<file path="config.mk">
export PLATFORM = sky130hd
export DESIGN_NAME = multiply_and_branch_exec
export DESIGN_NICKNAME = d
export VERILOG_FILES = /design/src/exec_pkg.sv /design/src/exec_if.sv /design/src/multiply_and_branch_exec.sv /design/src/product_unit.sv /design/src/condition_unit.sv
export SDC_FILE = /design/constraint.sdc
export NUM_CORES = 1
export LEC_CHECK = 0
export ABC_CLOCK_PERIOD_IN_PS = 8100
export BUFFER_PORTS_ARGS = -buffer_cell sky130_fd_sc_hd__buf_2
export CELL_PAD_IN_SITES_DETAIL_PLACEMENT = 0
export CELL_PAD_IN_SITES_GLOBAL_PLACEMENT = 2
export CORE_UTILIZATION = 44
export CTS_CLUSTER_DIAMETER = 50
export DETAILED_ROUTE_END_ITERATION = 10
export PLACE_DENSITY_LB_ADDON = 0.1
export SYNTH_ARGS = -nofsm -noshare
export SYNTH_HDL_FRONTEND = slang
export SYNTH_SLANG_ARGS = --single-unit
</file>
<file path="constraint.sdc">
create_clock -name core_clk -period 8.1 [get_ports core_clk]
set_input_delay 0.81 -clock core_clk [delete_from_list [all_inputs] [get_ports core_clk]]
set_output_delay 0.81 -clock core_clk [all_outputs]
set_load 0.005 [all_outputs]
</file>
<file path="src/exec_pkg.sv">
// constants, field layouts and operation codes for the multiply and flow executor
// assumes one 20 MHz core clock; software drives it over an AXI4-Lite slave
// What this block does
// - Unsigned, signed and mixed multiplies write the 16-bit product to r1:r0, touch only Z and C, two cycles.
// - Fractional multiplies form the same product shifted left one bit into r1:r0, set Z and C, two cycles.
// - The indirect jump loads the program counter from Z, keeps all flags, two cycles.
// - The indirect subroutine entry jumps to Z, pushes the return point, keeps flags, three cycles.
// - Compare-skip-equal skips the next one- or two-word instruction on equality, costing 1, 2 or 3 cycles.
// - Compare-immediate subtracts a constant without storing it and sets Z, N, V, C and H in one cycle.
// - Register bit skips test one bit of a working register and skip on a match, 1, 2 or 3 cycles.
// - I/O bit skips test one bit of a low I/O register, skip on a match, keep flags, 1 to 3 cycles.
// - Flag branches test the chosen status bit and on a hit set pc to pc + k + 1, two cycles taken, one not.
// - Equal and not-equal branches go on Z one and Z zero.
// - Same-or-higher and lower branches go on C zero and C one.
// - Signed ge and lt branches go on N xor V being zero or one.
// - Half-carry branches go on H one or zero.
// - Transfer-bit branches go on T one or zero.
// - Overflow branches go on V one or zero and keep all flags.
// - Minus and plus branches go on N one or zero with the common target and cost.
package exec_pkg;

  typedef enum logic [5:0] {
    product_unsigned, product_signed, product_mixed,
    fractional_product_unsigned, fractional_product_signed, fractional_product_mixed,
    relative_jump, indirect_jump, direct_jump,
    relative_subroutine_entry, indirect_subroutine_entry, direct_subroutine_entry,
    subroutine_exit, interrupt_exit,
    compare_skip_equal, compare_immediate,
    skip_reg_bit_clear, skip_reg_bit_set, skip_io_bit_clear, skip_io_bit_set,
    branch_flag_set, branch_flag_clear, branch_equal, branch_not_equal,
    branch_same_higher, branch_lower, branch_signed_ge, branch_signed_lt,
    branch_halfcarry_set, branch_halfcarry_clear, branch_transfer_bit_set,
    branch_transfer_bit_clear, branch_overflow_set, branch_overflow_clear,
    branch_minus, branch_plus, op_last
  } op_type;

  // status flag bit positions
  localparam int FLAG_C = 0;
  localparam int FLAG_Z = 1;
  localparam int FLAG_N = 2;
  localparam int FLAG_V = 3;
  localparam int FLAG_S = 4;
  localparam int FLAG_H = 5;
  localparam int FLAG_T = 6;
  localparam int FLAG_I = 7;

  // register byte addresses
  localparam logic [7:0] ADDR_CONTROL = 8'h00;
  localparam logic [7:0] ADDR_OPERAND = 8'h04;
  localparam logic [7:0] ADDR_OFFSET  = 8'h08;
  localparam logic [7:0] ADDR_ZPTR    = 8'h0c;
  localparam logic [7:0] ADDR_PC      = 8'h10;
  localparam logic [7:0] ADDR_FLAGS   = 8'h14;
  localparam logic [7:0] ADDR_RESULT  = 8'h18;
  localparam logic [7:0] ADDR_STATUS  = 8'h1c;

  // control word fields
  localparam int CTL_OP_LSB   = 0;
  localparam int CTL_START    = 8;
  localparam int CTL_BIT_LSB  = 9;
  localparam int CTL_TWO_WORD = 12;
  // operand word fields
  localparam int OPD_RD_LSB   = 0;
  localparam int OPD_RR_LSB   = 8;
  localparam int OPD_IO_LSB   = 16;
  // status word fields
  localparam int STA_BUSY     = 0;
  localparam int STA_TAKEN    = 1;
  localparam int STA_BAD_OP   = 2;
  localparam int STA_STK_ERR  = 3;
  localparam int STA_CYC_LSB  = 8;

  localparam logic [15:0] PC_RESET    = 16'h0000;
  localparam logic [7:0]  FLAGS_RESET = 8'h00;

  // cycle costs
  localparam logic [2:0] CYC_ONE   = 3'd1;
  localparam logic [2:0] CYC_TWO   = 3'd2;
  localparam logic [2:0] CYC_THREE = 3'd3;
  localparam logic [2:0] CYC_FOUR  = 3'd4;

  localparam logic [1:0] RESP_OKAY   = 2'b00;
  localparam logic [1:0] RESP_SLVERR = 2'b10;

endpackage

</file>
<file path="src/exec_if.sv">
// operands and state shared by the executor and its two helpers
// assumes the executor drives every signal from its own registers
`timescale 1ns/1ps
interface exec_if;
  import exec_pkg::*;
  op_type      op;
  logic [7:0]  rd_val;
  logic [7:0]  rr_val;
  logic [7:0]  io_val;
  logic [2:0]  bit_sel;
  logic [7:0]  flags;

  modport source (output op, rd_val, rr_val, io_val, bit_sel, flags);
  modport sink   (input op, rd_val, rr_val, io_val, bit_sel, flags);
endinterface

</file>
<file path="src/multiply_and_branch_exec.sv">
// multiply and program-flow executor with an AXI4-Lite register slave
// assumes a single core clock; software loads operands, then writes start
//
// Chosen here: the register offsets and the AXI4-Lite slave port.
`timescale 1ns/1ps
module multiply_and_branch_exec
  import exec_pkg::*;
#(
  parameter int STACK_DEPTH = 16
)
(
  // clock and reset
  input  wire logic        core_clk,
  input  wire logic        rst,
  // write address
  input  wire logic [7:0]  s_axi_awaddr,
  input  wire logic        s_axi_awvalid,
  output logic             s_axi_awready,
  // write data
  input  wire logic [31:0] s_axi_wdata,
  input  wire logic [3:0]  s_axi_wstrb,
  input  wire logic        s_axi_wvalid,
  output logic             s_axi_wready,
  // write response
  output logic [1:0]       s_axi_bresp,
  output logic             s_axi_bvalid,
  input  wire logic        s_axi_bready,
  // read address
  input  wire logic [7:0]  s_axi_araddr,
  input  wire logic        s_axi_arvalid,
  output logic             s_axi_arready,
  // read data
  output logic [31:0]      s_axi_rdata,
  output logic [1:0]       s_axi_rresp,
  output logic             s_axi_rvalid,
  input  wire logic        s_axi_rready
);
  localparam int SPW = $clog2(STACK_DEPTH);

  initial
  begin
    if (STACK_DEPTH < 2 || (1 << SPW) != STACK_DEPTH)
      $error("STACK_DEPTH must be a power of two, at least 2");
  end

  exec_if ex ();

  // software visible state
  op_type      op_q;
  logic [2:0]  bit_q;
  logic        two_word_q;
  logic [7:0]  rd_q;
  logic [7:0]  rr_q;
  logic [7:0]  io_q;
  logic [15:0] offset_q;
  logic [15:0] zptr_q;
  logic [15:0] pc_q;
  logic [7:0]  flags_q;
  logic [15:0] result_q;
  logic        busy_q;
  logic        taken_q;
  logic        bad_op_q;
  logic        stk_err_q;
  logic [2:0]  cycles_q;
  logic [2:0]  count_q;
  // return stack
  logic [15:0] stack_mem [STACK_DEPTH];
  logic [SPW-1:0] sp_q;
  // bus
  logic        aw_held_q;
  logic [7:0]  aw_addr_q;
  logic        w_held_q;
  logic [31:0] w_data_q;
  logic [3:0]  w_strb_q;

  // helper results
  logic [15:0] product;
  logic        prod_zero;
  logic        prod_carry;
  logic        cond_taken;
  logic [7:0]  compare_flags;

  assign ex.op      = op_q;
  assign ex.rd_val  = rd_q;
  assign ex.rr_val  = rr_q;
  assign ex.io_val  = io_q;
  assign ex.bit_sel = bit_q;
  assign ex.flags   = flags_q;

  product_unit u_product (
    .ex         (ex),
    .product    (product),
    .zero_flag  (prod_zero),
    .carry_flag (prod_carry)
  );

  condition_unit u_condition (
    .ex            (ex),
    .taken         (cond_taken),
    .compare_flags (compare_flags)
  );

  // write channel: address and data taken in either order
  logic wr_fire;
  logic start_cmd;
  logic launch_q;
  assign wr_fire   = aw_held_q && w_held_q && !s_axi_bvalid;
  assign start_cmd = wr_fire && aw_addr_q == ADDR_CONTROL && w_strb_q[1]
                   && w_data_q[CTL_START] && !busy_q;

  always_ff @(posedge core_clk or posedge rst)
  begin
    if (rst)
    begin
      aw_held_q     <= 1'b0;
      aw_addr_q     <= 8'h00;
      w_held_q      <= 1'b0;
      w_data_q      <= 32'h0000_0000;
      w_strb_q      <= 4'h0;
      s_axi_awready <= 1'b0;
      s_axi_wready  <= 1'b0;
      s_axi_bvalid  <= 1'b0;
      s_axi_bresp   <= RESP_OKAY;
    end
    else
    begin
      s_axi_awready <= !aw_held_q && !s_axi_awready && s_axi_awvalid;
      s_axi_wready  <= !w_held_q && !s_axi_wready && s_axi_wvalid;
      if (s_axi_awvalid && s_axi_awready)
      begin
        aw_held_q <= 1'b1;
        aw_addr_q <= s_axi_awaddr;
      end
      if (s_axi_wvalid && s_axi_wready)
      begin
        w_held_q <= 1'b1;
        w_data_q <= s_axi_wdata;
        w_strb_q <= s_axi_wstrb;
      end
      if (wr_fire)
      begin
        aw_held_q    <= 1'b0;
        w_held_q     <= 1'b0;
        s_axi_bvalid <= 1'b1;
        s_axi_bresp  <= (aw_addr_q[1:0] == 2'b00 && aw_addr_q <= ADDR_STATUS)
                        ? RESP_OKAY : RESP_SLVERR;
      end
      else if (s_axi_bvalid && s_axi_bready)
        s_axi_bvalid <= 1'b0;
    end
  end

  // operand registers; writes while busy are dropped so operands stay stable
  always_ff @(posedge core_clk or posedge rst)
  begin
    if (rst)
    begin
      op_q       <= product_unsigned;
      bit_q      <= 3'd0;
      two_word_q <= 1'b0;
      rd_q       <= 8'h00;
      rr_q       <= 8'h00;
      io_q       <= 8'h00;
      offset_q   <= 16'h0000;
      zptr_q     <= 16'h0000;
    end
    else if (wr_fire && !busy_q && !launch_q)
    begin
      case (aw_addr_q)
        ADDR_CONTROL:
        begin
          if (w_strb_q[0])
            op_q <= op_type'(w_data_q[CTL_OP_LSB +: 6]);
          if (w_strb_q[1])
          begin
            bit_q      <= w_data_q[CTL_BIT_LSB +: 3];
            two_word_q <= w_data_q[CTL_TWO_WORD];
          end
        end
        ADDR_OPERAND:
        begin
          if (w_strb_q[0]) rd_q <= w_data_q[OPD_RD_LSB +: 8];
          if (w_strb_q[1]) rr_q <= w_data_q[OPD_RR_LSB +: 8];
          if (w_strb_q[2]) io_q <= w_data_q[OPD_IO_LSB +: 8];
        end
        ADDR_OFFSET:
        begin
          if (w_strb_q[0]) offset_q[7:0]  <= w_data_q[7:0];
          if (w_strb_q[1]) offset_q[15:8] <= w_data_q[15:8];
        end
        ADDR_ZPTR:
        begin
          if (w_strb_q[0]) zptr_q[7:0]  <= w_data_q[7:0];
          if (w_strb_q[1]) zptr_q[15:8] <= w_data_q[15:8];
        end
        default:
        begin
        end
      endcase
    end
  end

  // operands land one edge after start, so decode runs a cycle later
  always_ff @(posedge core_clk or posedge rst)
  begin
    if (rst)
      launch_q <= 1'b0;
    else
      launch_q <= start_cmd;
  end

  // decode of cost, next pc and flags for the launched operation
  logic [2:0]  cost;
  logic [15:0] next_pc;
  logic [7:0]  next_flags;
  logic        push;
  logic        pop;
  logic        write_result;
  logic        valid_op;
  logic [15:0] rel_target;
  logic [15:0] skip_pc;
  logic [15:0] top;

  assign rel_target = pc_q + offset_q + 16'h0001;
  assign skip_pc    = pc_q + (two_word_q ? 16'h0003 : 16'h0002);
  assign top        = stack_mem[sp_q - SPW'(1)];

  always_comb
  begin
    cost         = CYC_ONE;
    next_pc      = pc_q + 16'h0001;
    next_flags   = flags_q;
    push         = 1'b0;
    pop          = 1'b0;
    write_result = 1'b0;
    valid_op     = 1'b1;
    case (op_q)
      product_unsigned, product_signed, product_mixed,
      fractional_product_unsigned, fractional_product_signed, fractional_product_mixed:
      begin
        cost                 = CYC_TWO;
        write_result         = 1'b1;
        next_flags[FLAG_Z]   = prod_zero;
        next_flags[FLAG_C]   = prod_carry;
      end
      relative_jump:
      begin
        cost    = CYC_TWO;
        next_pc = rel_target;
      end
      indirect_jump:
      begin
        cost    = CYC_TWO;
        next_pc = zptr_q;
      end
      direct_jump:
      begin
        cost    = CYC_THREE;
        next_pc = offset_q;
      end
      relative_subroutine_entry:
      begin
        cost    = CYC_THREE;
        next_pc = rel_target;
        push    = 1'b1;
      end
      indirect_subroutine_entry:
      begin
        cost    = CYC_THREE;
        next_pc = zptr_q;
        push    = 1'b1;
      end
      direct_subroutine_entry:
      begin
        cost    = CYC_FOUR;
        next_pc = offset_q;
        push    = 1'b1;
      end
      subroutine_exit, interrupt_exit:
      begin
        cost    = CYC_FOUR;
        next_pc = top;
        pop     = 1'b1;
        if (op_q == interrupt_exit)
          next_flags[FLAG_I] = 1'b1;
      end
      compare_immediate:
        next_flags = compare_flags;
      compare_skip_equal, skip_reg_bit_clear, skip_reg_bit_set,
      skip_io_bit_clear, skip_io_bit_set:
      begin
        if (cond_taken)
        begin
          cost    = two_word_q ? CYC_THREE : CYC_TWO;
          next_pc = skip_pc;
        end
      end
      default:
      begin
        if (op_q >= branch_flag_set && op_q < op_last)
        begin
          if (cond_taken)
          begin
            cost    = CYC_TWO;
            next_pc = rel_target;
          end
        end
        else
          valid_op = 1'b0;
      end
    endcase
  end

  // execution: results are held back and committed on the final cycle
  logic [15:0] pend_pc_q;
  logic [7:0]  pend_flags_q;
  logic        pend_result_q;

  always_ff @(posedge core_clk or posedge rst)
  begin
    if (rst)
    begin
      busy_q        <= 1'b0;
      count_q       <= 3'd0;
      cycles_q      <= 3'd0;
      taken_q       <= 1'b0;
      bad_op_q      <= 1'b0;
      pend_pc_q     <= PC_RESET;
      pend_flags_q  <= FLAGS_RESET;
      pend_result_q <= 1'b0;
    end
    else if (launch_q)
    begin
      bad_op_q <= !valid_op;
      if (valid_op)
      begin
        busy_q        <= 1'b1;
        count_q       <= cost;
        cycles_q      <= cost;
        taken_q       <= cond_taken;
        pend_pc_q     <= next_pc;
        pend_flags_q  <= next_flags;
        pend_result_q <= write_result;
      end
    end
    else if (busy_q)
    begin
      count_q <= count_q - 3'd1;
      if (count_q == 3'd1)
        busy_q <= 1'b0;
    end
  end

  logic commit;
  assign commit = busy_q && count_q == 3'd1;

  // program counter, flags and product pair; software may overwrite pc and flags when idle
  always_ff @(posedge core_clk or posedge rst)
  begin
    if (rst)
    begin
      pc_q     <= PC_RESET;
      flags_q  <= FLAGS_RESET;
      result_q <= 16'h0000;
    end
    else if (commit)
    begin
      pc_q    <= pend_pc_q;
      flags_q <= pend_flags_q;
      if (pend_result_q)
        result_q <= product;
    end
    else if (wr_fire && !busy_q && !launch_q)
    begin
      if (aw_addr_q == ADDR_PC && w_strb_q[0]) pc_q[7:0]  <= w_data_q[7:0];
      if (aw_addr_q == ADDR_PC && w_strb_q[1]) pc_q[15:8] <= w_data_q[15:8];
      if (aw_addr_q == ADDR_FLAGS && w_strb_q[0]) flags_q <= w_data_q[7:0];
    end
  end

  // return stack; over- and underflow wrap and raise a sticky error
  always_ff @(posedge core_clk or posedge rst)
  begin
    if (rst)
    begin
      sp_q      <= '0;
      stk_err_q <= 1'b0;
    end
    else if (launch_q && valid_op && push)
    begin
      stack_mem[sp_q] <= pc_q + ((op_q == direct_subroutine_entry) ? 16'h0002 : 16'h0001);
      sp_q            <= sp_q + SPW'(1);
      if (sp_q == SPW'(STACK_DEPTH - 1))
        stk_err_q <= 1'b1;
    end
    else if (launch_q && valid_op && pop)
    begin
      sp_q <= sp_q - SPW'(1);
      if (sp_q == '0)
        stk_err_q <= 1'b1;
    end
  end

  // read channel
  logic [31:0] rd_word;
  always_comb
  begin
    rd_word = 32'h0000_0000;
    case (s_axi_araddr)
      ADDR_CONTROL: rd_word = {19'h0, two_word_q, bit_q, 1'b0, 2'b00, op_q};
      ADDR_OPERAND: rd_word = {8'h00, io_q, rr_q, rd_q};
      ADDR_OFFSET:  rd_word = {16'h0000, offset_q};
      ADDR_ZPTR:    rd_word = {16'h0000, zptr_q};
      ADDR_PC:      rd_word = {16'h0000, pc_q};
      ADDR_FLAGS:   rd_word = {24'h000000, flags_q};
      ADDR_RESULT:  rd_word = {16'h0000, result_q};
      ADDR_STATUS:  rd_word = {21'h0, cycles_q, 4'h0, stk_err_q, bad_op_q, taken_q,
                               busy_q | launch_q};
      default:      rd_word = 32'h0000_0000;
    endcase
  end

  always_ff @(posedge core_clk or posedge rst)
  begin
    if (rst)
    begin
      s_axi_arready <= 1'b0;
      s_axi_rvalid  <= 1'b0;
      s_axi_rdata   <= 32'h0000_0000;
      s_axi_rresp   <= RESP_OKAY;
    end
    else
    begin
      s_axi_arready <= s_axi_arvalid && !s_axi_arready && !s_axi_rvalid;
      if (s_axi_arvalid && s_axi_arready)
      begin
        s_axi_rvalid <= 1'b1;
        s_axi_rdata  <= rd_word;
        s_axi_rresp  <= (s_axi_araddr[1:0] == 2'b00 && s_axi_araddr <= ADDR_STATUS)
                        ? RESP_OKAY : RESP_SLVERR;
      end
      else if (s_axi_rvalid && s_axi_rready)
        s_axi_rvalid <= 1'b0;
    end
  end
endmodule

</file>
<file path="src/product_unit.sv">
// 8x8 multiplier for all six product operations, combinational
// assumes operands are held stable by the executor for the whole operation
`timescale 1ns/1ps
module product_unit
  import exec_pkg::*;
(
  // operands
  exec_if.sink       ex,
  // result
  output logic [15:0] product,
  output logic        zero_flag,
  output logic        carry_flag
);
  logic signed [9:0]  a_ext;
  logic signed [9:0]  b_ext;
  logic signed [19:0] full;
  logic [15:0]        raw;
  logic               frac;

  always_comb
  begin
    frac  = 1'b0;
    a_ext = {2'b00, ex.rd_val};
    b_ext = {2'b00, ex.rr_val};
    case (ex.op)
      product_signed, fractional_product_signed:
      begin
        a_ext = {{2{ex.rd_val[7]}}, ex.rd_val};
        b_ext = {{2{ex.rr_val[7]}}, ex.rr_val};
      end
      product_mixed, fractional_product_mixed:
        a_ext = {{2{ex.rd_val[7]}}, ex.rd_val};
      default:
        a_ext = {2'b00, ex.rd_val};
    endcase
    case (ex.op)
      fractional_product_unsigned, fractional_product_signed, fractional_product_mixed:
        frac = 1'b1;
      default:
        frac = 1'b0;
    endcase
  end

  assign full = a_ext * b_ext;
  assign raw  = full[15:0];
  // carry is the product's top bit before the fractional shift
  assign product    = frac ? {raw[14:0], 1'b0} : raw;
  assign carry_flag = raw[15];
  assign zero_flag  = (product == 16'h0000);
endmodule

</file>
<file path="src/condition_unit.sv">
// branch and skip condition decode plus the compare-immediate flags
// assumes flags follow the usual order C Z N V S H T I from bit 0
`timescale 1ns/1ps
module condition_unit
  import exec_pkg::*;
(
  // operands and flags
  exec_if.sink       ex,
  // decisions
  output logic       taken,
  output logic [7:0] compare_flags
);
  logic [7:0] diff;
  logic       sel_bit;

  assign diff    = ex.rd_val - ex.rr_val;
  assign sel_bit = ex.flags[ex.bit_sel];

  always_comb
  begin
    compare_flags = ex.flags;
    compare_flags[FLAG_Z] = (diff == 8'h00);
    compare_flags[FLAG_N] = diff[7];
    compare_flags[FLAG_V] = (ex.rd_val[7] & ~ex.rr_val[7] & ~diff[7])
                          | (~ex.rd_val[7] & ex.rr_val[7] & diff[7]);
    compare_flags[FLAG_C] = (~ex.rd_val[7] & ex.rr_val[7]) | (ex.rr_val[7] & diff[7])
                          | (diff[7] & ~ex.rd_val[7]);
    compare_flags[FLAG_H] = (~ex.rd_val[3] & ex.rr_val[3]) | (ex.rr_val[3] & diff[3])
                          | (diff[3] & ~ex.rd_val[3]);
  end

  always_comb
  begin
    case (ex.op)
      compare_skip_equal:        taken = (ex.rd_val == ex.rr_val);
      skip_reg_bit_clear:        taken = ~ex.rd_val[ex.bit_sel];
      skip_reg_bit_set:          taken = ex.rd_val[ex.bit_sel];
      skip_io_bit_clear:         taken = ~ex.io_val[ex.bit_sel];
      skip_io_bit_set:           taken = ex.io_val[ex.bit_sel];
      branch_flag_set:           taken = sel_bit;
      branch_flag_clear:         taken = ~sel_bit;
      branch_equal:              taken = ex.flags[FLAG_Z];
      branch_not_equal:          taken = ~ex.flags[FLAG_Z];
      branch_same_higher:        taken = ~ex.flags[FLAG_C];
      branch_lower:              taken = ex.flags[FLAG_C];
      branch_signed_ge:          taken = ~(ex.flags[FLAG_N] ^ ex.flags[FLAG_V]);
      branch_signed_lt:          taken = ex.flags[FLAG_N] ^ ex.flags[FLAG_V];
      branch_halfcarry_set:      taken = ex.flags[FLAG_H];
      branch_halfcarry_clear:    taken = ~ex.flags[FLAG_H];
      branch_transfer_bit_set:   taken = ex.flags[FLAG_T];
      branch_transfer_bit_clear: taken = ~ex.flags[FLAG_T];
      branch_overflow_set:       taken = ex.flags[FLAG_V];
      branch_overflow_clear:     taken = ~ex.flags[FLAG_V];
      branch_minus:              taken = ex.flags[FLAG_N];
      branch_plus:               taken = ~ex.flags[FLAG_N];
      default:                   taken = 1'b0;
    endcase
  end
endmodule

</file>
### After elaboration in Yosys (flattened, before gate mapping)

Memory sizes are Yosys's and may differ from the RTL's.
Cells that the tools add are included.

* bits in registers: 224
* bits in writable memories: 256
* bits of input ports: 59
* word-level logic and storage cells: 291
* memories kept: 1

Memory list
* stack_mem: depth 16, width 16, rd ports 1, clocked after Yosys merged registers in 0, wr ports 1, line multiply_and_branch_exec.sv:67 `logic [15:0] stack_mem [STACK_DEPTH];`

* $add $sub $neg: 9
* multipliers: 1
* $lt $le $gt $ge: 5
* eq/ne operators: 52
* multiplexer cells: 64
* bitwise logic cells: 30
* reduce and logical (&&, ||, !) cells: 91

Operators by type and width (number)
* $pmux W24 S8: 1
* $eq A6 B5 Y1 const B: 16
* $mux W16: 6
* $pmux W16 S6: 1
* $eq A6 B4 Y1 const B: 8
* $eq A8 B5 Y1 const B: 6
* $mux W8: 5
* $add A16 B1 Y16 const B: 2
* $add A16 B2 Y16: 2
* $eq A8 B4 Y1 const B: 4
* $mux W1: 31
* $logic_and A1 B1 Y1: 30
* $reduce_and A3 Y1: 10
* $eq A6 B3 Y1 const B: 4
* $eq A6 B6 Y1 const B: 4
* $logic_not A8 Y1: 3
* $reduce_bool A2 Y1: 11
* $pmux W1 S21: 1
* $mux W10: 2
* $reduce_or A20 Y1: 1
* $add A16 B16 Y16: 1
* $eq A8 B3 Y1 const B: 2
* $le A8 B5 Y1 const B: 2
* $logic_not A16 Y1: 1
* other kinds (36): 98

### Depth between registers and ports, before layout

* depth after elaboration: 9
* depth in mapped cells: 25
* depth with buffers taken out: 22

### Modules after synthesis

Synthesis repeated with hierarchy kept, for this count alone.

* cells, all modules: 2066
* area total of the unflattened synthesis: 25983.7 um2

Modules (own cells, without submodules)
* multiply_and_branch_exec: instances 1, cells an instance 1562, area each 21602.0 um2
* product_unit: instances 1, cells an instance 386, area each 3413.3 um2
* condition_unit: instances 1, cells an instance 118, area each 968.4 um2

### Worst setup path before layout

OpenSTA, ideal clock, no wires.

* path type: register to register
* from: register op_q[3] (netlist: ex.op[3])
* to: register result_q[15]
* setup time: 83 ps
* data arrival time: 6130 ps
* data required time: 8017 ps
* slack: 1888 ps
* stages on the path, launching flop included: 25
* clock period less this slack: 6212 ps
* cell sequence: dfrtp_1 -> clkbuf_1 -> or3_1 -> clkbuf_1 -> nor4_1 -> clkbuf_1 -> nand2_1 -> fa_1 -> fa_1 -> inv_1 -> fa_1 -> inv_1 -> fa_1 -> fa_1 -> inv_1 -> ha_1 -> o21ai_0 -> nand2b_1 -> and4_1 -> a221oi_1 -> o21ai_0 -> xnor2_1 -> o21ai_0 -> a21boi_0 -> o21ai_0

* cells in the longest elaborated chain, start to end: 5
* elaborated cells between the ends (all ways): 13

RTL lines
* start, declared: line multiply_and_branch_exec.sv:49 `op_type op_q;`
* start signal, assigned: line multiply_and_branch_exec.sv:158 `op_q <= product_unsigned;`
* start signal, assigned: line multiply_and_branch_exec.sv:173 `op_q <= op_type'(w_data_q[CTL_OP_LSB +: 6]);`
* $eq A6 B1 Y1 (tied with other cells): line product_unit.sv:25 `case (ex.op)`
* $reduce_or A4 Y1 (no line) / $reduce_or A2 Y1 (equally long branches)
* $mux W10: line product_unit.sv:25
* $mul A10 B10 Y16: line product_unit.sv:44 `assign full = a_ext * b_ext;`
* $mux W16 *: line product_unit.sv:47 `assign product = frac ? {raw[14:0], 1'b0} : raw;`
* end signal, assigned: line multiply_and_branch_exec.sv:371 `result_q <= product;`
* end, declared: line multiply_and_branch_exec.sv:59 `logic [15:0] result_q;`

Every way passes the cells marked *; elsewhere a longest branch is shown, timed or not.
A chain may end at the register's enable or synchronous reset.

### Worst setup path after layout

Ends and elaborated chain as after synthesis.

==> out/results.ini <==
[floorplan]
initial_core_util_pct = 44.63
die_area_sq_um = 58380
core_area_sq_um = 56600
num_rows = 87
pin_count = 100
die_w_microns = 241.6
die_y_microns = 241.6

[timing]
post-route-min-period_ns = 6.803
setup_violations = 0
tns_ns = 0
hold_viol_final = 0
finalClockSkew_ns = 0.01775
drv_slew = 0
max_slew_margin_pct = 13.84
rsz0062_at_grt = false
worst_pin_slew_ns = 1.288
max_freq_ghz = 0.1470
fin_crit_sh_pct = 83.99

[power]
p_int_mw = 4.623
p_comb_share_pct = 12.6
powerDensity_nw_per_um2 = 228.0
power_mw = 6.506
p_sw_share_pct = 28.95
power_frac_seq_pct = 48.0
p_leak_nw = 11.23
ir_drop_v = 0.0001405
p_clk_share_pct = 39.5
switchingPower_mw = 1.883

[worst_setup_path]
cp.arrival_ns = 7.32
cpPeakStageDelay_ns = 0.69
critPathKind = reg -> reg
crit_top_cell = fa_1
cp.depth = 20
cp-start-kind = register
cp-startpoint = ex.op[3]
cp_num_buf_inv = 4
cp_top_family = adder cells
reg2reg_depth = 20
worst-path-max-fanout = 16
cp.required_ns = 8.62
crit_path_cell_trace = or3_1 > nor4b_2 > buf_4 > nand2_1 > fa_1 > inv_1 > fa_1 > fa_1 > fa_1 > inv_1 > fa_1 > inv_1 > ha_1 > a21o_1 > a221oi_1 > o21ai_0 > xnor2_1 > o21ai_0 > a21boi_0 > o21ai_0
critPathSlowestCell = fa_1
end_kind = register
r2r_start = ex.op[3]

[detailed_routing]
drc = 0
dr.pass1.iters = 6
vias_per_cell = 5.818
wl_per_cell_microns = 25.46
drt_iter0_markers = 1234
ant_nets = 0
wirelength_mm = 74.47
vias = 17020

[synthesis]
yosys_warnings = 0
synth_cells = 2032
synthArstFlopShare_pct = 45.53
synth_top_area_cell = edfxtp_1
yosys-top-cells-area = edfxtp_1 (30%), dfrtp_1 (21%), fa_1 (5.7%)
synth_cell_types = 74
synth_top_area_share_pct = 30.43
synth_area_per_cell_sq_um = 12.43
ys_seq_area_share_pct = 51.63
synth_edf_count = 256
synth_area_sq_um = 25260
synth_seq_cells = 470
synth_ff_type = edfxtp_1

[global_routing]
grt_usage_pct = 25.85
grt_max_degree = 93
antenna_found_initial = 2
grt_pass1_wl_mm = 112.2
grt_pass1_vias = 17020
overflow = 0

[clock_network]
cts_setup_buffers = 0
clk_pin_slew_ns = 0.06
cts_resized = 0
hold_buffers = 0
clockRootBuffer = clkbuf_16
cts_tree = done
clock-sinks = 470
htree_levels = 2
clock_path_buffers = 3
clk_latency_ns = 0.62
numCtsBuffers = 58

[layout]
fill_cells = 5036
layout-drive-gt1-share_pct = 19.69
area_growth_pct = 12.94
nets = 2337
antenna_cells = 0

[run_status]
status = finished, final reports clean

[place]
gp_congestion = 0.8933
port_buffers = 80
hpwl_mm = 51.54

[min_path]
hp-class = in -> async

[flow_run]
drv_cap = 0

-- logic make-up after synthesis --
family | count (synthesis) | share of synthesized area (%)
other | 1 | 0.01484
flip-flops | 470 | 51.63
XOR/XNOR | 81 | 2.863
AND/OR/NAND/NOR | 496 | 9.009
buffers and inverters | 233 | 3.700
adder cells (fa/ha/maj) | 157 | 9.915
multiplexers | 242 | 13.74
AO/OA/AOI/OAI | 352 | 9.133
-- synth_stat cells (all sizes together), types with 6 or more instances --
cell	number
dfrtp	214
nand2b	15
ha	85
o21a	10
nand2	207
nor2b	15
a221oi	32
edfxtp	256
a21o	15
and2	33
mux4	70
o221ai	10
nor3b	6
nor4	6
a21oi	52
nand3	22
o21ai	116
clkbuf	85
nand4	12
nor2	121
a31oi	23
xor2	31
mux2i	58
a222oi	7
a211oi	9
buf	26
xnor2	49
nor3	26
fa	72
or3	9
mux2	114
a221o	6
a22oi	30
inv	122
-- layout make-up --
type	count	area, sq um	share of cell area [%]
Inverter	122	465.4	1.631
Clock inverter	35	349.1	1.224
Tap cell	756	945.9	3.315
Sequential cell	470	13050	45.73
Multi-Input combinational cell	1338	11390	39.93
Clock buffer	73	1548	5.425
Timing Repair Buffer	131	783.3	2.745
-- power groups by stage --
stage	Combinational [mW]	Sequential (mW)	Clock, mW
finish	0.817	3.12	2.57
CTS	0.824	3.12	2.61
global placement	0.796	3.16	0
detailed placement	0.818	3.17	0
global route	0.908	3.15	2.71
floorplan	0.632	2.96	0
-- routing by layer --
layer  wire length (microns)  global-route usage, %  up-vias
met3                    4633                  4.051      115
li1                        -                      -     7593
met1                   34020                  37.98     8781
met2                   33980                  39.82      529
met4                    1840                  7.025        0
met5                       0                      0        -
-- per-stage QoR --
step	utilization (%)	worst slack (ns)	instance area [sq um]	std cells	hold WS [ns]
CTS	50.40	1.280	28530	2925	0.3412
floorplan	-	1.439	25300	2041	0.4436
global placement	47.05	1.316	26630	2817	0.4523
detailed placement	47.05	1.302	26630	2817	0.4669
global route	50.40	0.9357	28530	2925	0.3478
finish	50.40	1.297	28530	2925	0.3411
-- registers in the layout (all words and copies together) (netlist names), 16 cells and up --
register / count
zptr_q: 16
pc_q: 16
result_q: 16
pend_pc_q: 16
stack_mem: 256
s_axi_rdata: 24
w_data_q: 24
offset_q: 16
-- worst reg2reg max path, stage by stage, from the launching register on --
cell and delay (ns):
dfrtp_1 0.55, or3_1 0.60, nor4b_2 0.41, buf_4 0.24
nand2_1 0.14, fa_1 0.69, inv_1 0.13, fa_1 0.48
fa_1 0.50, fa_1 0.49, inv_1 0.05, fa_1 0.47
inv_1 0.04, ha_1 0.35, a21o_1 0.21, a221oi_1 0.38
o21ai_0 0.18, xnor2_1 0.29, o21ai_0 0.21, a21boi_0 0.16
o21ai_0 0.14
-- final timing paths --
kind / slack, ns / endpoint
worst max-delay path: 1.30 / result_q[15]
worst min-delay path: 0.34 / sp_q[2]
worst max register to register: 1.30 / result_q[15]
worst min register to register: 0.47 / s_axi_arready
max in group asynchronous: 6.40 / count_q[2]
min in group core_clk: 0.37 / s_axi_rvalid
-- placed cells by master, fill, tap and decap left out, drive strengths merged, types with 10 or more instances in the layout --
master  synthesis  layout
clkinv          0      13
mux4           70      70
xor2           31      31
conb            1      10
a31oi          23      23
o21a           10      10
nand2         207     207
nand4          12      12
clkbuf         85      73
fa             72      72
nor2          121     121
dfrtp         214     214
and2           33      33
o221ai         10      10
nand3          22      22
nand2b         15      15
inv           122     135
xnor2          49      49
a21oi          52      52
a221oi         32      32
o21ai         116     116
mux2          114     114
mux2i          58      58
a22oi          30      30
a21o           15      15
buf            26     131
nor2b          15      15
edfxtp        256     256
nor3           26      26
ha             85      85
Power figures use the tool's default switching activity.
